### src/include/dsrc_pkg.sv
package dsrc_pkg;

  ////////////////////////////////////////////////////////////////////////////
  // register map, printed offsets
  localparam logic [11:0] ADDR_ENABLE = 12'hee0;
  localparam logic [11:0] ADDR_STATUS = 12'hee1;
  localparam logic [11:0] ADDR_SYS_RATE = 12'hee2;
  localparam logic [11:0] ADDR_SEC_RATE = 12'hee3;
  localparam logic [11:0] ADDR_IRQ_STATUS = 12'hee4;
  localparam logic [11:0] ADDR_IRQ_MASK = 12'hee5;
  localparam logic [11:0] ADDR_LOCK = 12'hee6;
  localparam logic [11:0] ADDR_PIN_SEL = 12'hee7;
  localparam logic [11:0] ADDR_SRC_FIRST = 12'ha80;
  localparam logic [11:0] ADDR_SRC_LAST = 12'ha98;
  localparam int SRC_COUNT = 25;

  ////////////////////////////////////////////////////////////////////////////
  // fields
  localparam int PATH_COUNT = 4;
  localparam int BIT_P1_RIGHT = 0;
  localparam int BIT_P1_LEFT = 1;
  localparam int BIT_P2_RIGHT = 2;
  localparam int BIT_P2_LEFT = 3;
  localparam int RATE_LSB = 11;
  localparam int RATE_MSB = 14;
  localparam int IRQ_UNDERCLOCK_BIT = 4;
  localparam int IRQ_WIDTH = 5;

  ////////////////////////////////////////////////////////////////////////////
  // reset values and codes
  localparam logic [3:0] SYS_RATE_RESET = 4'h0;
  localparam logic [3:0] SEC_RATE_RESET = 4'h8;
  localparam logic [3:0] SYS_SLOT_ONE = 4'h0;
  localparam logic [3:0] SYS_SLOT_TWO = 4'h1;
  localparam logic [3:0] SYS_SLOT_THREE = 4'h2;
  localparam logic [3:0] SEC_SLOT_ONE = 4'h8;
  localparam logic [3:0] SEC_SLOT_TWO = 4'h9;
  localparam logic [15:0] REG_RESET = 16'h0000;
  localparam logic [2:0] PIN_SEL_UNDERCLOCK = 3'h4;

  ////////////////////////////////////////////////////////////////////////////
  // timing and load
  localparam int CLK_FREQ_HZ = 50_000_000;
  localparam int LOCK_TIME_US = 1000;
  localparam int LOCK_CYCLES = LOCK_TIME_US * (CLK_FREQ_HZ / 1_000_000);
  localparam logic [15:0] PATH_CYCLE_COST = 16'h0040;
  localparam int LOCK_CNT_W = 20;

  typedef enum logic [1:0] {
    LK_IDLE,
    LK_SETTLE,
    LK_LOCKED
  } dsrc_lock_state_t;

endpackage

### src/logic/dsrc_lock_tracker.sv
`timescale 1ns/1ps
module dsrc_lock_tracker #(
  parameter int LOCK_CYCLES = dsrc_pkg::LOCK_CYCLES
) (
  // clock and reset
  input wire logic clk,
  input wire logic rst_b,
  input wire logic ce,
  // path control
  input wire logic run,
  input wire logic cfgValid,
  input wire logic restart,
  // lock result
  output logic locked
);

  localparam logic [dsrc_pkg::LOCK_CNT_W-1:0] LAST = dsrc_pkg::LOCK_CNT_W'(LOCK_CYCLES - 1);

  dsrc_pkg::dsrc_lock_state_t state_reg;
  dsrc_pkg::dsrc_lock_state_t state_next;
  logic [dsrc_pkg::LOCK_CNT_W-1:0] count_reg;
  logic [dsrc_pkg::LOCK_CNT_W-1:0] count_next;

  ////////////////////////////////////////////////////////////////////////////
  // reserved rate codes never lock, so a bad setup cannot look healthy
  always_comb begin
    state_next = state_reg;
    count_next = count_reg;
    case (state_reg)
      dsrc_pkg::LK_IDLE: begin
        count_next = '0;
        if (run && cfgValid) begin
          state_next = dsrc_pkg::LK_SETTLE;
        end
      end
      dsrc_pkg::LK_SETTLE: begin
        count_next = count_reg + 1'b1;
        if (count_reg == LAST) begin
          state_next = dsrc_pkg::LK_LOCKED;
        end
      end
      dsrc_pkg::LK_LOCKED: begin
        count_next = '0;
      end
      default: begin
        state_next = dsrc_pkg::LK_IDLE;
        count_next = '0;
      end
    endcase
    if (!run || !cfgValid || restart) begin
      state_next = dsrc_pkg::LK_IDLE;
      count_next = '0;
    end
  end

  always_ff @(posedge clk) begin
    if (!rst_b) begin
      state_reg <= dsrc_pkg::LK_IDLE;
      count_reg <= '0;
    end else if (ce) begin
      state_reg <= state_next;
      count_reg <= count_next;
    end
  end

  assign locked = (state_reg == dsrc_pkg::LK_LOCKED);

endmodule

### src/logic/dsrc_rate_converter_ctrl.sv
// Our own choice: the address-and-strobe port.
`timescale 1ns/1ps
module dsrc_rate_converter_ctrl #(
  parameter int LOCK_CYCLES = dsrc_pkg::LOCK_CYCLES
) (
  // clock and reset
  input wire logic clk,
  input wire logic rst_b,
  input wire logic ce,
  // register port
  input wire logic [11:0] regAddr,
  input wire logic [15:0] regWdata,
  input wire logic regWrite,
  input wire logic regRead,
  output logic [15:0] regRdata,
  // clock load reporting, cycles per sample
  input wire logic [15:0] sysCyclesAvail,
  input wire logic [15:0] secCyclesAvail,
  input wire logic [15:0] sysMixerLoad,
  input wire logic [15:0] secMixerLoad,
  // clock configuration change pulses
  input wire logic sysClkChange,
  input wire logic secClkChange,
  // datapath control
  output logic [3:0] pathRun,
  output logic [2:0] systemSideRateSelect,
  output logic [1:0] secondarySideRateSelect,
  output logic [dsrc_pkg::SRC_COUNT*16-1:0] converterInputSelect,
  // status outputs
  output logic [3:0] pathLock,
  output logic lockPin,
  output logic underclockPin,
  output logic irq
);

  ////////////////////////////////////////////////////////////////////////////
  // registers
  logic [3:0] enable_reg;
  logic [3:0] run_reg;
  logic [3:0] run_next;
  logic [3:0] sysRate_reg;
  logic [3:0] secRate_reg;
  logic [dsrc_pkg::IRQ_WIDTH-1:0] irqStatus_reg;
  logic [dsrc_pkg::IRQ_WIDTH-1:0] irqStatus_next;
  logic [dsrc_pkg::IRQ_WIDTH-1:0] irqMask_reg;
  logic [2:0] pinSel_reg;
  logic [3:0] lockPrev_reg;
  logic [15:0] rdata_reg;
  logic [15:0] rdata_next;
  logic [2:0] sysSel_reg;
  logic [1:0] secSel_reg;
  logic lockPin_reg;
  logic [15:0] srcSel_reg [dsrc_pkg::SRC_COUNT];

  ////////////////////////////////////////////////////////////////////////////
  // address decode
  wire hitEnable = (regAddr == dsrc_pkg::ADDR_ENABLE);
  wire hitStatus = (regAddr == dsrc_pkg::ADDR_STATUS);
  wire hitSysRate = (regAddr == dsrc_pkg::ADDR_SYS_RATE);
  wire hitSecRate = (regAddr == dsrc_pkg::ADDR_SEC_RATE);
  wire hitIrqStatus = (regAddr == dsrc_pkg::ADDR_IRQ_STATUS);
  wire hitIrqMask = (regAddr == dsrc_pkg::ADDR_IRQ_MASK);
  wire hitLock = (regAddr == dsrc_pkg::ADDR_LOCK);
  wire hitPinSel = (regAddr == dsrc_pkg::ADDR_PIN_SEL);
  wire hitSrc = (regAddr >= dsrc_pkg::ADDR_SRC_FIRST) && (regAddr <= dsrc_pkg::ADDR_SRC_LAST);
  wire [11:0] srcOffset = regAddr - dsrc_pkg::ADDR_SRC_FIRST;
  wire [4:0] srcIndex = srcOffset[4:0];

  wire wrEnable = regWrite && hitEnable;
  wire wrSysRate = regWrite && hitSysRate;
  wire wrSecRate = regWrite && hitSecRate;
  wire wrIrqStatus = regWrite && hitIrqStatus;
  wire wrIrqMask = regWrite && hitIrqMask;
  wire wrPinSel = regWrite && hitPinSel;
  wire wrSrc = regWrite && hitSrc;

  wire [3:0] wrRateField = regWdata[dsrc_pkg::RATE_MSB:dsrc_pkg::RATE_LSB];

  ////////////////////////////////////////////////////////////////////////////
  // rate decode; reserved codes select no slot
  wire sysSlotOne = (sysRate_reg == dsrc_pkg::SYS_SLOT_ONE);
  wire sysSlotTwo = (sysRate_reg == dsrc_pkg::SYS_SLOT_TWO);
  wire sysSlotThree = (sysRate_reg == dsrc_pkg::SYS_SLOT_THREE);
  wire secSlotOne = (secRate_reg == dsrc_pkg::SEC_SLOT_ONE);
  wire secSlotTwo = (secRate_reg == dsrc_pkg::SEC_SLOT_TWO);
  wire sysRateValid = sysSlotOne || sysSlotTwo || sysSlotThree;
  wire secRateValid = secSlotOne || secSlotTwo;
  wire rateValid = sysRateValid && secRateValid;

  // any retune of either side forces every path to resettle
  wire lockRestart = wrSysRate || wrSecRate || sysClkChange || secClkChange;

  ////////////////////////////////////////////////////////////////////////////
  // enable admission against the cycle budget
  logic [16:0] sysLoad;
  logic [16:0] secLoad;
  logic [16:0] sysTry;
  logic [16:0] secTry;
  logic underclockEvent;

  always_comb begin
    run_next = run_reg;
    sysLoad = {1'b0, sysMixerLoad};
    secLoad = {1'b0, secMixerLoad};
    sysTry = 17'h0_0000;
    secTry = 17'h0_0000;
    underclockEvent = 1'b0;
    if (wrEnable) begin
      for (int i = 0; i < dsrc_pkg::PATH_COUNT; i++) begin
        run_next[i] = run_reg[i] & regWdata[i];
        if (run_next[i]) begin
          sysLoad = sysLoad + {1'b0, dsrc_pkg::PATH_CYCLE_COST};
          secLoad = secLoad + {1'b0, dsrc_pkg::PATH_CYCLE_COST};
        end
      end
      // newly asked paths are taken in bit order until the budget runs out
      for (int i = 0; i < dsrc_pkg::PATH_COUNT; i++) begin
        sysTry = sysLoad + {1'b0, dsrc_pkg::PATH_CYCLE_COST};
        secTry = secLoad + {1'b0, dsrc_pkg::PATH_CYCLE_COST};
        if (regWdata[i] && !run_reg[i]) begin
          if ((sysTry <= {1'b0, sysCyclesAvail}) && (secTry <= {1'b0, secCyclesAvail})) begin
            run_next[i] = 1'b1;
            sysLoad = sysTry;
            secLoad = secTry;
          end else begin
            underclockEvent = 1'b1;
          end
        end
      end
    end
  end

  ////////////////////////////////////////////////////////////////////////////
  // lock tracking, one tracker per path
  logic [3:0] lockNow;

  genvar g;
  generate
    for (g = 0; g < dsrc_pkg::PATH_COUNT; g++) begin : gLock
      dsrc_lock_tracker #(
        .LOCK_CYCLES(LOCK_CYCLES)
      ) uLock (
        .clk(clk),
        .rst_b(rst_b),
        .ce(ce),
        .run(run_reg[g]),
        .cfgValid(rateValid),
        .restart(lockRestart),
        .locked(lockNow[g])
      );
    end
  endgenerate

  wire [3:0] lockRise = lockNow & ~lockPrev_reg;
  wire [dsrc_pkg::IRQ_WIDTH-1:0] irqSet = {underclockEvent, lockRise};
  wire [dsrc_pkg::IRQ_WIDTH-1:0] irqClr = wrIrqStatus ? regWdata[dsrc_pkg::IRQ_WIDTH-1:0] : '0;

  // set beats clear so an event landing on the clear write survives
  assign irqStatus_next = (irqStatus_reg & ~irqClr) | irqSet;

  ////////////////////////////////////////////////////////////////////////////
  // output pin mux
  wire pinSelLock = (pinSel_reg < 3'(dsrc_pkg::PATH_COUNT));
  wire [1:0] pinLockIndex = pinSel_reg[1:0];
  wire lockPinNext = pinSelLock ? lockNow[pinLockIndex] :
                     (pinSel_reg == dsrc_pkg::PIN_SEL_UNDERCLOCK) ? irqStatus_reg[dsrc_pkg::IRQ_UNDERCLOCK_BIT] :
                     1'b0;

  ////////////////////////////////////////////////////////////////////////////
  // read mux; unmapped addresses read zero
  wire [15:0] rdEnable = {12'h000, enable_reg};
  wire [15:0] rdStatus = {12'h000, run_reg};
  wire [15:0] rdSysRate = {1'b0, sysRate_reg, 11'h000};
  wire [15:0] rdSecRate = {1'b0, secRate_reg, 11'h000};
  wire [15:0] rdIrqStatus = {11'h000, irqStatus_reg};
  wire [15:0] rdIrqMask = {11'h000, irqMask_reg};
  wire [15:0] rdLock = {12'h000, lockNow};
  wire [15:0] rdPinSel = {13'h0000, pinSel_reg};
  wire [15:0] rdSrc = srcSel_reg[srcIndex];

  assign rdata_next = hitEnable ? rdEnable :
                      hitStatus ? rdStatus :
                      hitSysRate ? rdSysRate :
                      hitSecRate ? rdSecRate :
                      hitIrqStatus ? rdIrqStatus :
                      hitIrqMask ? rdIrqMask :
                      hitLock ? rdLock :
                      hitPinSel ? rdPinSel :
                      hitSrc ? rdSrc :
                      16'h0000;

  ////////////////////////////////////////////////////////////////////////////
  // control registers
  always_ff @(posedge clk) begin
    if (!rst_b) begin
      enable_reg <= 4'h0;
      run_reg <= 4'h0;
    end else if (ce) begin
      if (wrEnable) begin
        enable_reg <= regWdata[3:0];
      end
      run_reg <= run_next;
    end
  end

  always_ff @(posedge clk) begin
    if (!rst_b) begin
      sysRate_reg <= dsrc_pkg::SYS_RATE_RESET;
      secRate_reg <= dsrc_pkg::SEC_RATE_RESET;
    end else if (ce) begin
      if (wrSysRate) begin
        sysRate_reg <= wrRateField;
      end
      if (wrSecRate) begin
        secRate_reg <= wrRateField;
      end
    end
  end

  always_ff @(posedge clk) begin
    if (!rst_b) begin
      irqStatus_reg <= '0;
      irqMask_reg <= '0;
      pinSel_reg <= 3'h0;
      lockPrev_reg <= 4'h0;
    end else if (ce) begin
      irqStatus_reg <= irqStatus_next;
      lockPrev_reg <= lockNow;
      if (wrIrqMask) begin
        irqMask_reg <= regWdata[dsrc_pkg::IRQ_WIDTH-1:0];
      end
      if (wrPinSel) begin
        pinSel_reg <= regWdata[2:0];
      end
    end
  end

  always_ff @(posedge clk) begin
    if (!rst_b) begin
      rdata_reg <= 16'h0000;
    end else if (ce) begin
      rdata_reg <= regRead ? rdata_next : 16'h0000;
    end
  end

  ////////////////////////////////////////////////////////////////////////////
  // registered datapath selects; no slot while code is reserved
  always_ff @(posedge clk) begin
    if (!rst_b) begin
      sysSel_reg <= 3'h0;
      secSel_reg <= 2'h0;
      lockPin_reg <= 1'b0;
    end else if (ce) begin
      sysSel_reg <= {sysSlotThree, sysSlotTwo, sysSlotOne};
      secSel_reg <= {secSlotTwo, secSlotOne};
      lockPin_reg <= lockPinNext;
    end
  end

  ////////////////////////////////////////////////////////////////////////////
  // source select storage
  generate
    for (g = 0; g < dsrc_pkg::SRC_COUNT; g++) begin : gSrc
      always_ff @(posedge clk) begin
        if (!rst_b) begin
          srcSel_reg[g] <= dsrc_pkg::REG_RESET;
        end else if (ce && wrSrc && (srcIndex == 5'(g))) begin
          srcSel_reg[g] <= regWdata;
        end
      end
      assign converterInputSelect[g*16 +: 16] = srcSel_reg[g];
    end
  endgenerate

  ////////////////////////////////////////////////////////////////////////////
  // outputs
  // pair one runs sys to secondary, pair two back; datapath keeps each in one domain
  assign pathRun = run_reg;
  assign systemSideRateSelect = sysSel_reg;
  assign secondarySideRateSelect = secSel_reg;
  assign pathLock = lockNow;
  assign lockPin = lockPin_reg;
  assign underclockPin = irqStatus_reg[dsrc_pkg::IRQ_UNDERCLOCK_BIT];
  assign irq = |(irqStatus_reg & irqMask_reg);
  assign regRdata = rdata_reg;

endmodule

### config.mk
export PLATFORM = sky130hd
export DESIGN_NAME = dsrc_rate_converter_ctrl
export DESIGN_NICKNAME = d
export VERILOG_FILES = /design/src/include/dsrc_pkg.sv /design/src/logic/dsrc_lock_tracker.sv /design/src/logic/dsrc_rate_converter_ctrl.sv
export SDC_FILE = /design/constraint.sdc
export NUM_CORES = 1
export LEC_CHECK = 0
export BUFFER_PORTS_ARGS = -buffer_cell sky130_fd_sc_hd__clkbuf_2
export CAP_MARGIN = 20
export CORE_MARGIN = 1.5
export CORE_UTILIZATION = 55
export DETAILED_ROUTE_END_ITERATION = 7
export HOLD_SLACK_MARGIN = 0.06
export PLACE_DENSITY = 0.84
export SYNTH_ARGS = -nofsm -noshare
export SYNTH_HDL_FRONTEND = slang
export SYNTH_SLANG_ARGS = --single-unit
### constraint.sdc
create_clock -name clk -period 24 [get_ports clk]
set_input_delay 2.4 -clock clk [delete_from_list [all_inputs] [get_ports clk]]
set_output_delay 2.4 -clock clk [all_outputs]
set_load 0.05 [all_outputs]
# After elaboration in Yosys (flattened, before gate mapping)
# Memories as Yosys holds them, arrays and structs flattened.
# Index checks and enable logic that the tools add are counted.
[word_totals] elab_cells=423 input_bits=99 output_inout_bits=432 ramBits=400 mem_count=1 register_bits=143
[mem_list] name="srcSel_reg" words=25 word_bits=16 rd=26 rd_ports_with_merged_regs=0 wr=25 line="dsrc_rate_converter_ctrl.sv:53" text="logic [15:0] srcSel_reg [dsrc_pkg::SRC_COUNT];"
[classes] eq_ne=61 add_sub_neg=21 bitwise_logic=35 reduce_logical=82 n_mux=191 n_lt_le_gt_ge=12
[ops] op="17-bit two-way mux" count=34
[ops] op="16-bit two-way mux" count=35
[ops] op="17-bit by 7-bit adder with 17-bit output, second input constant" count=14
[ops] op="20-bit two-way mux" count=8
[ops] op="17-bit by 16-bit less-or-equal comparator with 1-bit output" count=8
[ops] op="12-bit == test, second input constant" count=8
[ops] op="1-bit two-way mux" count=96
[ops] op="20-bit by 1-bit adder with 20-bit output, second input constant" count=4
[ops] op="20-bit by 16-bit == test with 1-bit output, second input constant" count=4
[ops] op="1-bit logical AND" count=47
[ops] op="5-bit == test, second input constant" count=9
[ops] op="5-bit by 4-bit == test with 1-bit output, second input constant" count=8
[ops] op="16-bit by 7-bit adder with 17-bit output, second input constant" count=2
[ops] op="1-bit bitwise OR" count=25
[ops] op="2-bit two-way mux" count=12
[ops] op="3-bit by 1-bit inequality test with 1-bit output, second input constant" count=8
[ops] op="2-bit case mux with 3 select lines" count=4
[ops] op="5-bit by 3-bit == test with 1-bit output, second input constant" count=4
[ops] op="4-bit AND reduction" count=4
[ops] op="1-bit logical OR" count=14
[ops] op="12-bit >= comparator, second input constant" count=1
[ops] op="12-bit less-or-equal comparator, second input constant" count=1
[ops] op="5-bit bitwise AND" count=2
[ops] op="5-bit by 2-bit == test with 1-bit output, second input constant" count=2
[ops] op="other kinds (24)" count=48

# Depth between registers and ports, before layout
# Gate-level depths: netlist of run 1.
[logic_depth] ltp_word=37 ltp_mapped=92 mapped_depth_nobuf=83

# Hierarchy
# From an unflattened synthesis of run 1, not the netlist that was laid out.
[unflattened] cells_unflattened=3234 area_unflattened_um2=33958.8
[modules_own_cells] mod="dsrc_rate_converter_ctrl" n_inst=1 seq_area_each_um2=13112.6 cells_each=2714 area_each_um2=29569.6
[modules_own_cells] mod="dsrc_lock_tracker" n_inst=4 seq_area_each_um2=440.4 cells_each=130 area_each_um2=1097.3

# Least setup slack after synthesis of run 1
# Ideal clock, no wire load.
[synth_path] path_type="input port to flip-flop" startpoint="input port regWdata[0]" endpoint="register irqStatus_reg[4] (netlist name)" t_required_ns=23.881 path_slack_ns=5.557 setup_ns=0.119 path_buffers=9 arrival_ns=18.325 cell_stages=88 cell_sequence="buf_4 buf_4 buf_2 a21bo_2 and2_1 inv_1 ha_1 nor2_1 a21oi_1 ha_1 nand3b_1 o31ai_1 a31oi_1 ha_1 and3_1 nor3b_1 o21ai_0 a211oi_1 [52 not listed] xnor2_1 ha_1 o31ai_1 a21o_1 o41ai_2 xnor2_1 ha_1 a21o_1 a21o_1 a21oi_1 o21ai_0 a21o_1 a21o_1 a21oi_1 a21oi_1 nor3_1 o31ai_1 o221a_1"
[synth_between] elab_chain_len=37 word_cells_on_any_way=72 cone_classes="14 x add/sub; 8 x order compare; 43 x mux; 2 x bitwise; 5 x reduce/logical"
[synth_lines] item="start: declaration" line="dsrc_rate_converter_ctrl.sv:12" text="input wire logic [15:0] regWdata,"
[synth_lines] item="1-bit bitwise AND" line="dsrc_rate_converter_ctrl.sv:110" text="run_next[i] = run_reg[i] & regWdata[i];"
[synth_lines] item="17-bit two-way mux" line="dsrc_rate_converter_ctrl.sv:111" text="if (run_next[i]) begin"
[synth_lines] item="17-bit two-way mux" line="dsrc_rate_converter_ctrl.sv:108" text="if (wrEnable) begin"
[synth_lines] item="17-bit by 7-bit adder with 17-bit output, on equally long branches" line="dsrc_rate_converter_ctrl.sv:112, dsrc_rate_converter_ctrl.sv:113"
[synth_lines] item="17-bit two-way mux" line="dsrc_rate_converter_ctrl.sv:111"
[synth_lines] item="17-bit two-way mux" line="dsrc_rate_converter_ctrl.sv:108"
[synth_lines] item="17-bit by 7-bit adder with 17-bit output, on equally long branches" line="dsrc_rate_converter_ctrl.sv:112, dsrc_rate_converter_ctrl.sv:113"
[synth_lines] item="17-bit two-way mux" line="dsrc_rate_converter_ctrl.sv:111"
[synth_lines] item="[21 not listed]"
[synth_lines] item="17-bit two-way mux" line="dsrc_rate_converter_ctrl.sv:108"
[synth_lines] item="17-bit by 7-bit adder with 17-bit output, on equally long branches" line="dsrc_rate_converter_ctrl.sv:118, dsrc_rate_converter_ctrl.sv:119"
[synth_lines] item="17-bit by 16-bit less-or-equal comparator with 1-bit output" line="dsrc_rate_converter_ctrl.sv:121" text="if ((sysTry <= {1'b0, sysCyclesAvail}) && (secTry <= {1'b0, secCyclesAvail})) begin"
[synth_lines] item="1-bit logical AND" line="dsrc_rate_converter_ctrl.sv:121"
[synth_lines] item="1-bit two-way mux" line="dsrc_rate_converter_ctrl.sv:121"
[synth_lines] item="1-bit two-way mux (*)" line="dsrc_rate_converter_ctrl.sv:120" text="if (regWdata[i] && !run_reg[i]) begin"
[synth_lines] item="1-bit two-way mux (*)" line="dsrc_rate_converter_ctrl.sv:108"
[synth_lines] item="5-bit bitwise OR (*)" line="dsrc_rate_converter_ctrl.sv:159" text="assign irqStatus_next = (irqStatus_reg & ~irqClr) | irqSet;"
[synth_lines] item="end signal: assignment" line="dsrc_rate_converter_ctrl.sv:227" text="irqStatus_reg <= irqStatus_next;"
[synth_lines] item="end: declaration" line="dsrc_rate_converter_ctrl.sv:43" text="logic [dsrc_pkg::IRQ_WIDTH-1:0] irqStatus_reg;"
# Every way passes the cells marked *; elsewhere a longest branch is shown, timed or not. The select of a mux whose other input is x is not followed.
# A chain may end at the register's enable or synchronous reset.

# Worst setup path in the final report of run 1
# Ends and elaborated chain as after synthesis.

==> impl_metrics.ini, run 1 <==
[synthesis]
syn_area_per_cell_um2 = 10.6
synth-edff-count = 400
ys_ff_latch = 543
synth_cell_types = 106
syn-instance-count = 3138
synthesis.area_um2 = 33300
yosysWarnings = 0
yosysSeqAreaShare = 0.447
synth-main-ff-cell = edfxtp_1
synth_nets = 3349
synthArstFlopShare = 0

[timing]
fin_setup_tns_ns = 0
worst_hold_slack_ns = 0.472
final-max-slew-violation-count = 0
fmaxAchievable_ghz = 0.0494
slew_headroom = 0.240
final-hold-violation-count = 0
grt_setup_unrepaired = no
finClkSkew_ns = 0.0563
setup_viol = 0
min_period_ns = 20.24
tightest_slew_ns = 1.14
timing.final.crit_share = 0.844

[global_routing]
grt_max_degree = 79
top_usage_layer = met2
antenna_found_initial = 2
first_global_vias = 26666
grtUsageMet1 = 0.432
met2_usage = 0.568
gr-total-overflow = 0
grt_first_pass_wirelength_mm = 168
grt_util_met3 = 0.106
track_usage = 0.358

[drt]
drt_iter0_drc = 2776
dr.pass1.iters = 6
wl_per_cell_um = 25.7
viasPerCell = 6.28
drc = 0
postRouteAntennaNets = 0
vias = 27623
drt_wl_total_mm = 113

[power]
p_total_w = 0.00241
p_per_area_nw_per_um2 = 63.0
ir_worst_vdd_v = 0.0000716
p_leak_nw = 14.7

[run]
maxCapViolations = 0

[clock_network]
cts_buffers = 54
cts_tree = built
cts_setup_buffers = 0
cts_root_buf = clkbuf_16
ctsHoldBuffers = 0
clockBufferDepth = 3
clk_latency_ns = 0.63
cts_num_sinks = 543
htreeDepth = 2
cts_resized = 0
path_clk_slew_ns = 0.06

[floorplan]
initial_core_util = 0.561
io_pins = 531
die_y_um = 249
die_x_um = 249
die_area_um2 = 62000
core_um2 = 59400
num_rows = 89

[worst_setup_path]
critPathLaunchType = input port
crit_path_end_kind = register
arrival_ns = 20.75
critPathKind = input port to register
crit_top_cell = a21o_1
critPathRequiredTime_ns = 24.50
critPathMaxStageDelay_ns = 0.73
r2r-start = pathRun[0]$_SDFFE_PN0P_
slowest_stage = or4b_2
startpoint = regWdata[0]
crit_fanout = 57

[place]
gp_congestion = 1.01
port_buffers = 530
hpwl_mm = 85.5

[final_layout]
final_cell_mix = clkbuf_2 (526), and2_1 (436), edfxtp_1 (400)
drive_gt1_frac = 0.230
nets = 3797
final_common_cell = clkbuf_2
largest_reg_flops = 400
synthToLayoutAreaGrowth_pct = 14.9

[min_path]
hp-start = enable_reg[1]$_SDFFE_PN0P_
hold_class = register to register

[run_status]
outcome = completed
## power by group
part | internal (W) | total, W | switching, W
Sequential | 0.00104 | 0.00107 | 0.0000270
Combinational | 0.000157 | 0.000526 | 0.000369
Clock | 0.000444 | 0.000816 | 0.000372
## cell type report
cell class	instances	area, µm²
clock buffers	66	1420
repair buffers	574	3020
clock inverters	32	265
flip-flops and latches	543	14900
multi-input cells	2342	17400
diodes	1	2.50
inverters	71	267
well taps	773	967
fillers	4653	21100
## final timing paths
path / cells past startpoint / end / slack (ns)
max: 82 / irqStatus_reg[4]$_SDFFE_PN0P_ / 3.76
min: 2 / enable_reg[1]$_SDFFE_PN0P_ / 0.47
max reg2reg: 81 / irqStatus_reg[4]$_SDFFE_PN0P_ / 5.53
min reg2reg: 2 / enable_reg[1]$_SDFFE_PN0P_ / 0.47
## metrics by stage
step	setup slack, ns	util	cell area, µm²	cells
2_1_floorplan	5.56	-	33300	3138
3_3_place_gp	3.65	0.614	36400	4293
3_5_place_dp	3.46	0.615	36500	4296
4_1_cts	4.07	0.643	38200	4394
5_1_grt	2.22	0.644	38200	4401
6_report	3.76	0.644	38200	4402
## worst max-delay path, delay by kind of cell
kind / cells / cell delay (ns)
buffers and inverters: 5 / 1.11
AND/OR/NAND/NOR: 23 / 5.35
multiplexers: 1 / 0.42
AO/OA/AOI/OAI: 39 / 7.42
XOR/XNOR: 4 / 1.11
adder cells (fa/ha/maj): 10 / 2.88
## synthesized netlist by cell type (7+ instances only)
| library cell | count | share of area |
|---|---|---|
| and2_1 | 436 | 0.082 |
| edfxtp_1 | 400 | 0.36 |
| nor2_1 | 245 | 0.028 |
| nand2_1 | 228 | 0.026 |
| xnor2_1 | 145 | 0.038 |
| dfxtp_1 | 143 | 0.086 |
| clkbuf_1 | 129 | 0.015 |
| ha_1 | 112 | 0.042 |
| mux4_2 | 112 | 0.076 |
| o21ai_0 | 98 | 0.015 |
| xor2_1 | 88 | 0.023 |
| nand3_1 | 83 | 0.012 |
| nand4_1 | 75 | 0.014 |
| inv_1 | 71 | 0.0080 |
| a21oi_1 | 69 | 0.010 |
| mux2i_1 | 66 | 0.020 |
| nor3_1 | 64 | 0.0096 |
| nor2b_1 | 52 | 0.0098 |
| a21o_1 | 47 | 0.011 |
| nand2b_1 | 31 | 0.0058 |
| a21boi_0 | 24 | 0.0054 |
| and3_1 | 24 | 0.0045 |
| buf_1 | 22 | 0.0025 |
| nor4_1 | 22 | 0.0041 |
| o22ai_1 | 19 | 0.0036 |
| o211ai_1 | 18 | 0.0041 |
| o31ai_1 | 18 | 0.0041 |
| a211oi_1 | 15 | 0.0034 |
| buf_2 | 15 | 0.0023 |
| buf_4 | 14 | 0.0032 |
| o21a_1 | 14 | 0.0032 |
| nand4b_1 | 12 | 0.0032 |
| a31oi_1 | 10 | 0.0019 |
| nor3b_1 | 10 | 0.0023 |
| or2_2 | 10 | 0.0019 |
| and4_1 | 9 | 0.0024 |
| nor4b_1 | 9 | 0.0024 |
| or3_1 | 9 | 0.0017 |
| nand3b_1 | 8 | 0.0018 |
| o2111ai_1 | 7 | 0.0018 |
| o31a_1 | 7 | 0.0018 |
## per-layer routing
metal / up-vias / wire length [µm]
li1: 12330 / -
met1: 13381 / 41200
met2: 1560 / 51700
met3: 350 / 12400
met4: 2 / 7700
met5: - / 11
## kinds of logic (layout without fill, tap and decap cells)
logic type      count (synthesis)  after routing  synth area share
fa+ha+maj                     112            112            0.0421
compound gates                448            448            0.0953
buf+inv                       253            743            0.0310
mux                           179            179            0.0960
flops                         543            543             0.447
xor+xnor                      241            241            0.0662
other cells                     0              1                 0
simple gates                 1362           1362             0.222
Power figures use the tool's default switching activity.
==> run 2: changes to the inputs <==
--- a/config.mk
+++ b/config.mk
@@ -8,10 +8,10 @@
 export BUFFER_PORTS_ARGS = -buffer_cell sky130_fd_sc_hd__clkbuf_2
 export CAP_MARGIN = 20
 export CORE_MARGIN = 1.5
-export CORE_UTILIZATION = 55
+export CORE_UTILIZATION = 52
 export DETAILED_ROUTE_END_ITERATION = 7
 export HOLD_SLACK_MARGIN = 0.06
-export PLACE_DENSITY = 0.84
+export PLACE_DENSITY = 0.83
 export SYNTH_ARGS = -nofsm -noshare
 export SYNTH_HDL_FRONTEND = slang
 export SYNTH_SLANG_ARGS = --single-unit
==> constraint.sdc (replaced) <==
create_clock -name clk -period 18.3 [get_ports clk]
set_input_delay 1.83 -clock clk [delete_from_list [all_inputs] [get_ports clk]]
set_output_delay 1.83 -clock clk [all_outputs]
set_load 0.05 [all_outputs]
==> run 2 against run 1 <==
Against the previous run: combinational power rose by 36%; clock power is 51% higher; via count is 1.2% higher; global-route usage down 0.81 points; hold slack got worse by 0.0016 ns; sequential power rose by 31%; final area increased by 2.3%; clock skew rose by 0.013 ns; largest power group unchanged.
==> impl_metrics.ini, run 2 (same netlist as run 1, synthesis figures left out) <==
[run_status]
outcome = completed

[timing]
min_period_ns = 17.28
finClkSkew_ns = 0.0691
setup_viol = 0
timing.final.crit_share = 0.944
grt_setup_unrepaired = no
slew_headroom = 0.241
final-hold-violation-count = 0
fmaxAchievable_ghz = 0.0579
worst_slack_ns = 1.02
final-max-slew-violation-count = 0
tightest_slew_ns = 1.14

[worst_setup_path]
crit_fanout = 40
critPathLaunchType = input port
slowest_stage = or4b_2
critPathRequiredTime_ns = 18.81
r2r-start = pathRun[0]$_SDFFE_PN0P_
crit_top_cell = a21o_1
crit_path_end_kind = register
reg2reg_depth = 77
critPathKind = input port to register
r2r-end = irqStatus_reg[4]$_SDFFE_PN0P_
critPathMaxStageDelay_ns = 0.73
arrival_ns = 17.79
r2r_slack_ns = 1.86

[floorplan]
io_pins = 531
initial_core_util = 0.526
die_x_um = 256
num_rows = 92
die_y_um = 256
core_um2 = 63200
die_area_um2 = 65500

[final_layout]
n_antenna_cell = 0
drive_gt1_frac = 0.249
final_common_cell = clkbuf_2
nets = 3843
final_cell_mix = clkbuf_2 (527), and2_1 (436), edfxtp_1 (400)
synthToLayoutAreaGrowth_pct = 17.6
fin_area_um2 = 39100
largest_reg_flops = 400

[clock_network]
cts_root_buf = clkbuf_16
path_clk_slew_ns = 0.08
clk_latency_ns = 0.66
htreeDepth = 2
clockBufferDepth = 3
cts_tree = built
cts_buffers = 56
cts_num_sinks = 543

[drt]
postRouteAntennaNets = 0
dr_wl_met2_mm = 54.1
top_layer = met5
vias = 27966
wl_met3_mm = 14.2
wl_per_cell_um = 26.1
drt_wl_total_mm = 118
drt_iter0_drc = 2887
dr.pass1.iters = 7
drc = 0
viasPerCell = 6.18
wl_met1_mm = 42.4

[place]
port_buffers = 530
preCtsSetupSlack_ns = -0.109
place_area_um2 = 36800
hpwl_mm = 87.6
gp_congestion = 1.03

[power]
ir_worst_vdd_v = 0.0000916
p_total_w = 0.00335
p_leak_nw = 15.2
p_per_area_nw_per_um2 = 85.6

[run]
maxCapViolations = 0

[global_routing]
track_usage = 0.350
gr-total-overflow = 0
antenna_found_initial = 2
first_global_vias = 26808
grt_max_degree = 82
grt_first_pass_wirelength_mm = 172

[min_path]
holdPathEnd = enable_reg[1]$_SDFFE_PN0P_
whs_path_depth = 2
hold_class = register to register
hp-start = enable_reg[1]$_SDFFE_PN0P_
==> run 2: changes by cell type in the layout (fill, tap and decap cells not counted), sizes merged <==
cell / change
clkbuf: +3
inv: +2
clkinv: -1
buf: +43
clkinvlp: -3
diode: -1
bufinv: +7
==> run 2: layout make-up <==
class                   count  area [µm²]
flip-flops and latches    543       14900
clock inverters            37         474
repair buffers            618        3380
multi-input cells        2342       17600
inverters                  71         267
fillers                  5022       24100
well taps                 846        1060
clock buffers              68        1510
==> run 2: worst max-delay path by stage <==
stage / from / endpoint / slack [ns] / cells after the start
2_1_floorplan: regWdata[0] / irqStatus_reg[4]$_SDFFE_PN0P_ / 0.43 / 88
3_3_place_gp: sysMixerLoad[6] / irqStatus_reg[4]$_SDFFE_PN0P_ / 0.29 / 78
3_5_place_dp: sysMixerLoad[6] / irqStatus_reg[4]$_SDFFE_PN0P_ / -0.11 / 81
4_1_cts: sysMixerLoad[6] / irqStatus_reg[4]$_SDFFE_PN0P_ / 0.50 / 81
5_1_grt: sysMixerLoad[6] / irqStatus_reg[4]$_SDFFE_PN0P_ / 0.02 / 81
6_report: regWdata[0] / irqStatus_reg[4]$_SDFFE_PN0P_ / 1.02 / 71
==> run 2: repair_timing <==
item / CTS / global route
gates resized for setup: 0 / 28
buffers inserted: 0 / 5
hold buffers: 0 / 0
setup endpoints to repair: 0 / 2
==> run 2: per-stage QoR <==
| step | setup TNS, ns | utilization | cells | hold slack [ns] |
|---|---|---|---|---|
| after floorplan | 0 | - | 3138 | 0.443 |
| after global placement | 0 | 0.582 | 4395 | 0.454 |
| after detailed placement | -0.109 | 0.582 | 4399 | 0.463 |
| after CTS | 0 | 0.614 | 4504 | 0.472 |
| after global routing | 0 | 0.619 | 4525 | 0.502 |
| final | 0 | 0.619 | 4525 | 0.470 |
==> run 2: layer usage <==
metal  track usage  up-vias
li1              -    12435
met1         0.424    13406
met2         0.559     1739
met3         0.109      382
met4         0.184        4
met5             0        -
==> run 2: worst max-delay path: cells and delay by family <==
| family | cells | cell delay [ns] |
|---|---|---|
| AO/OA/AOI/OAI | 34 | 6.14 |
| AND/OR/NAND/NOR | 21 | 5.30 |
| adder cells (fa/ha/maj) | 6 | 1.68 |
| XOR/XNOR | 5 | 1.34 |
| buffers and inverters | 4 | 1.12 |
| multiplexers | 1 | 0.32 |
==> run 2: where the power goes <==
group	switching (W)	internal (W)
Clock	0.000515	0.000718
Combinational	0.000496	0.000218
Sequential	0.0000342	0.00137
Total	0.00105	0.00230
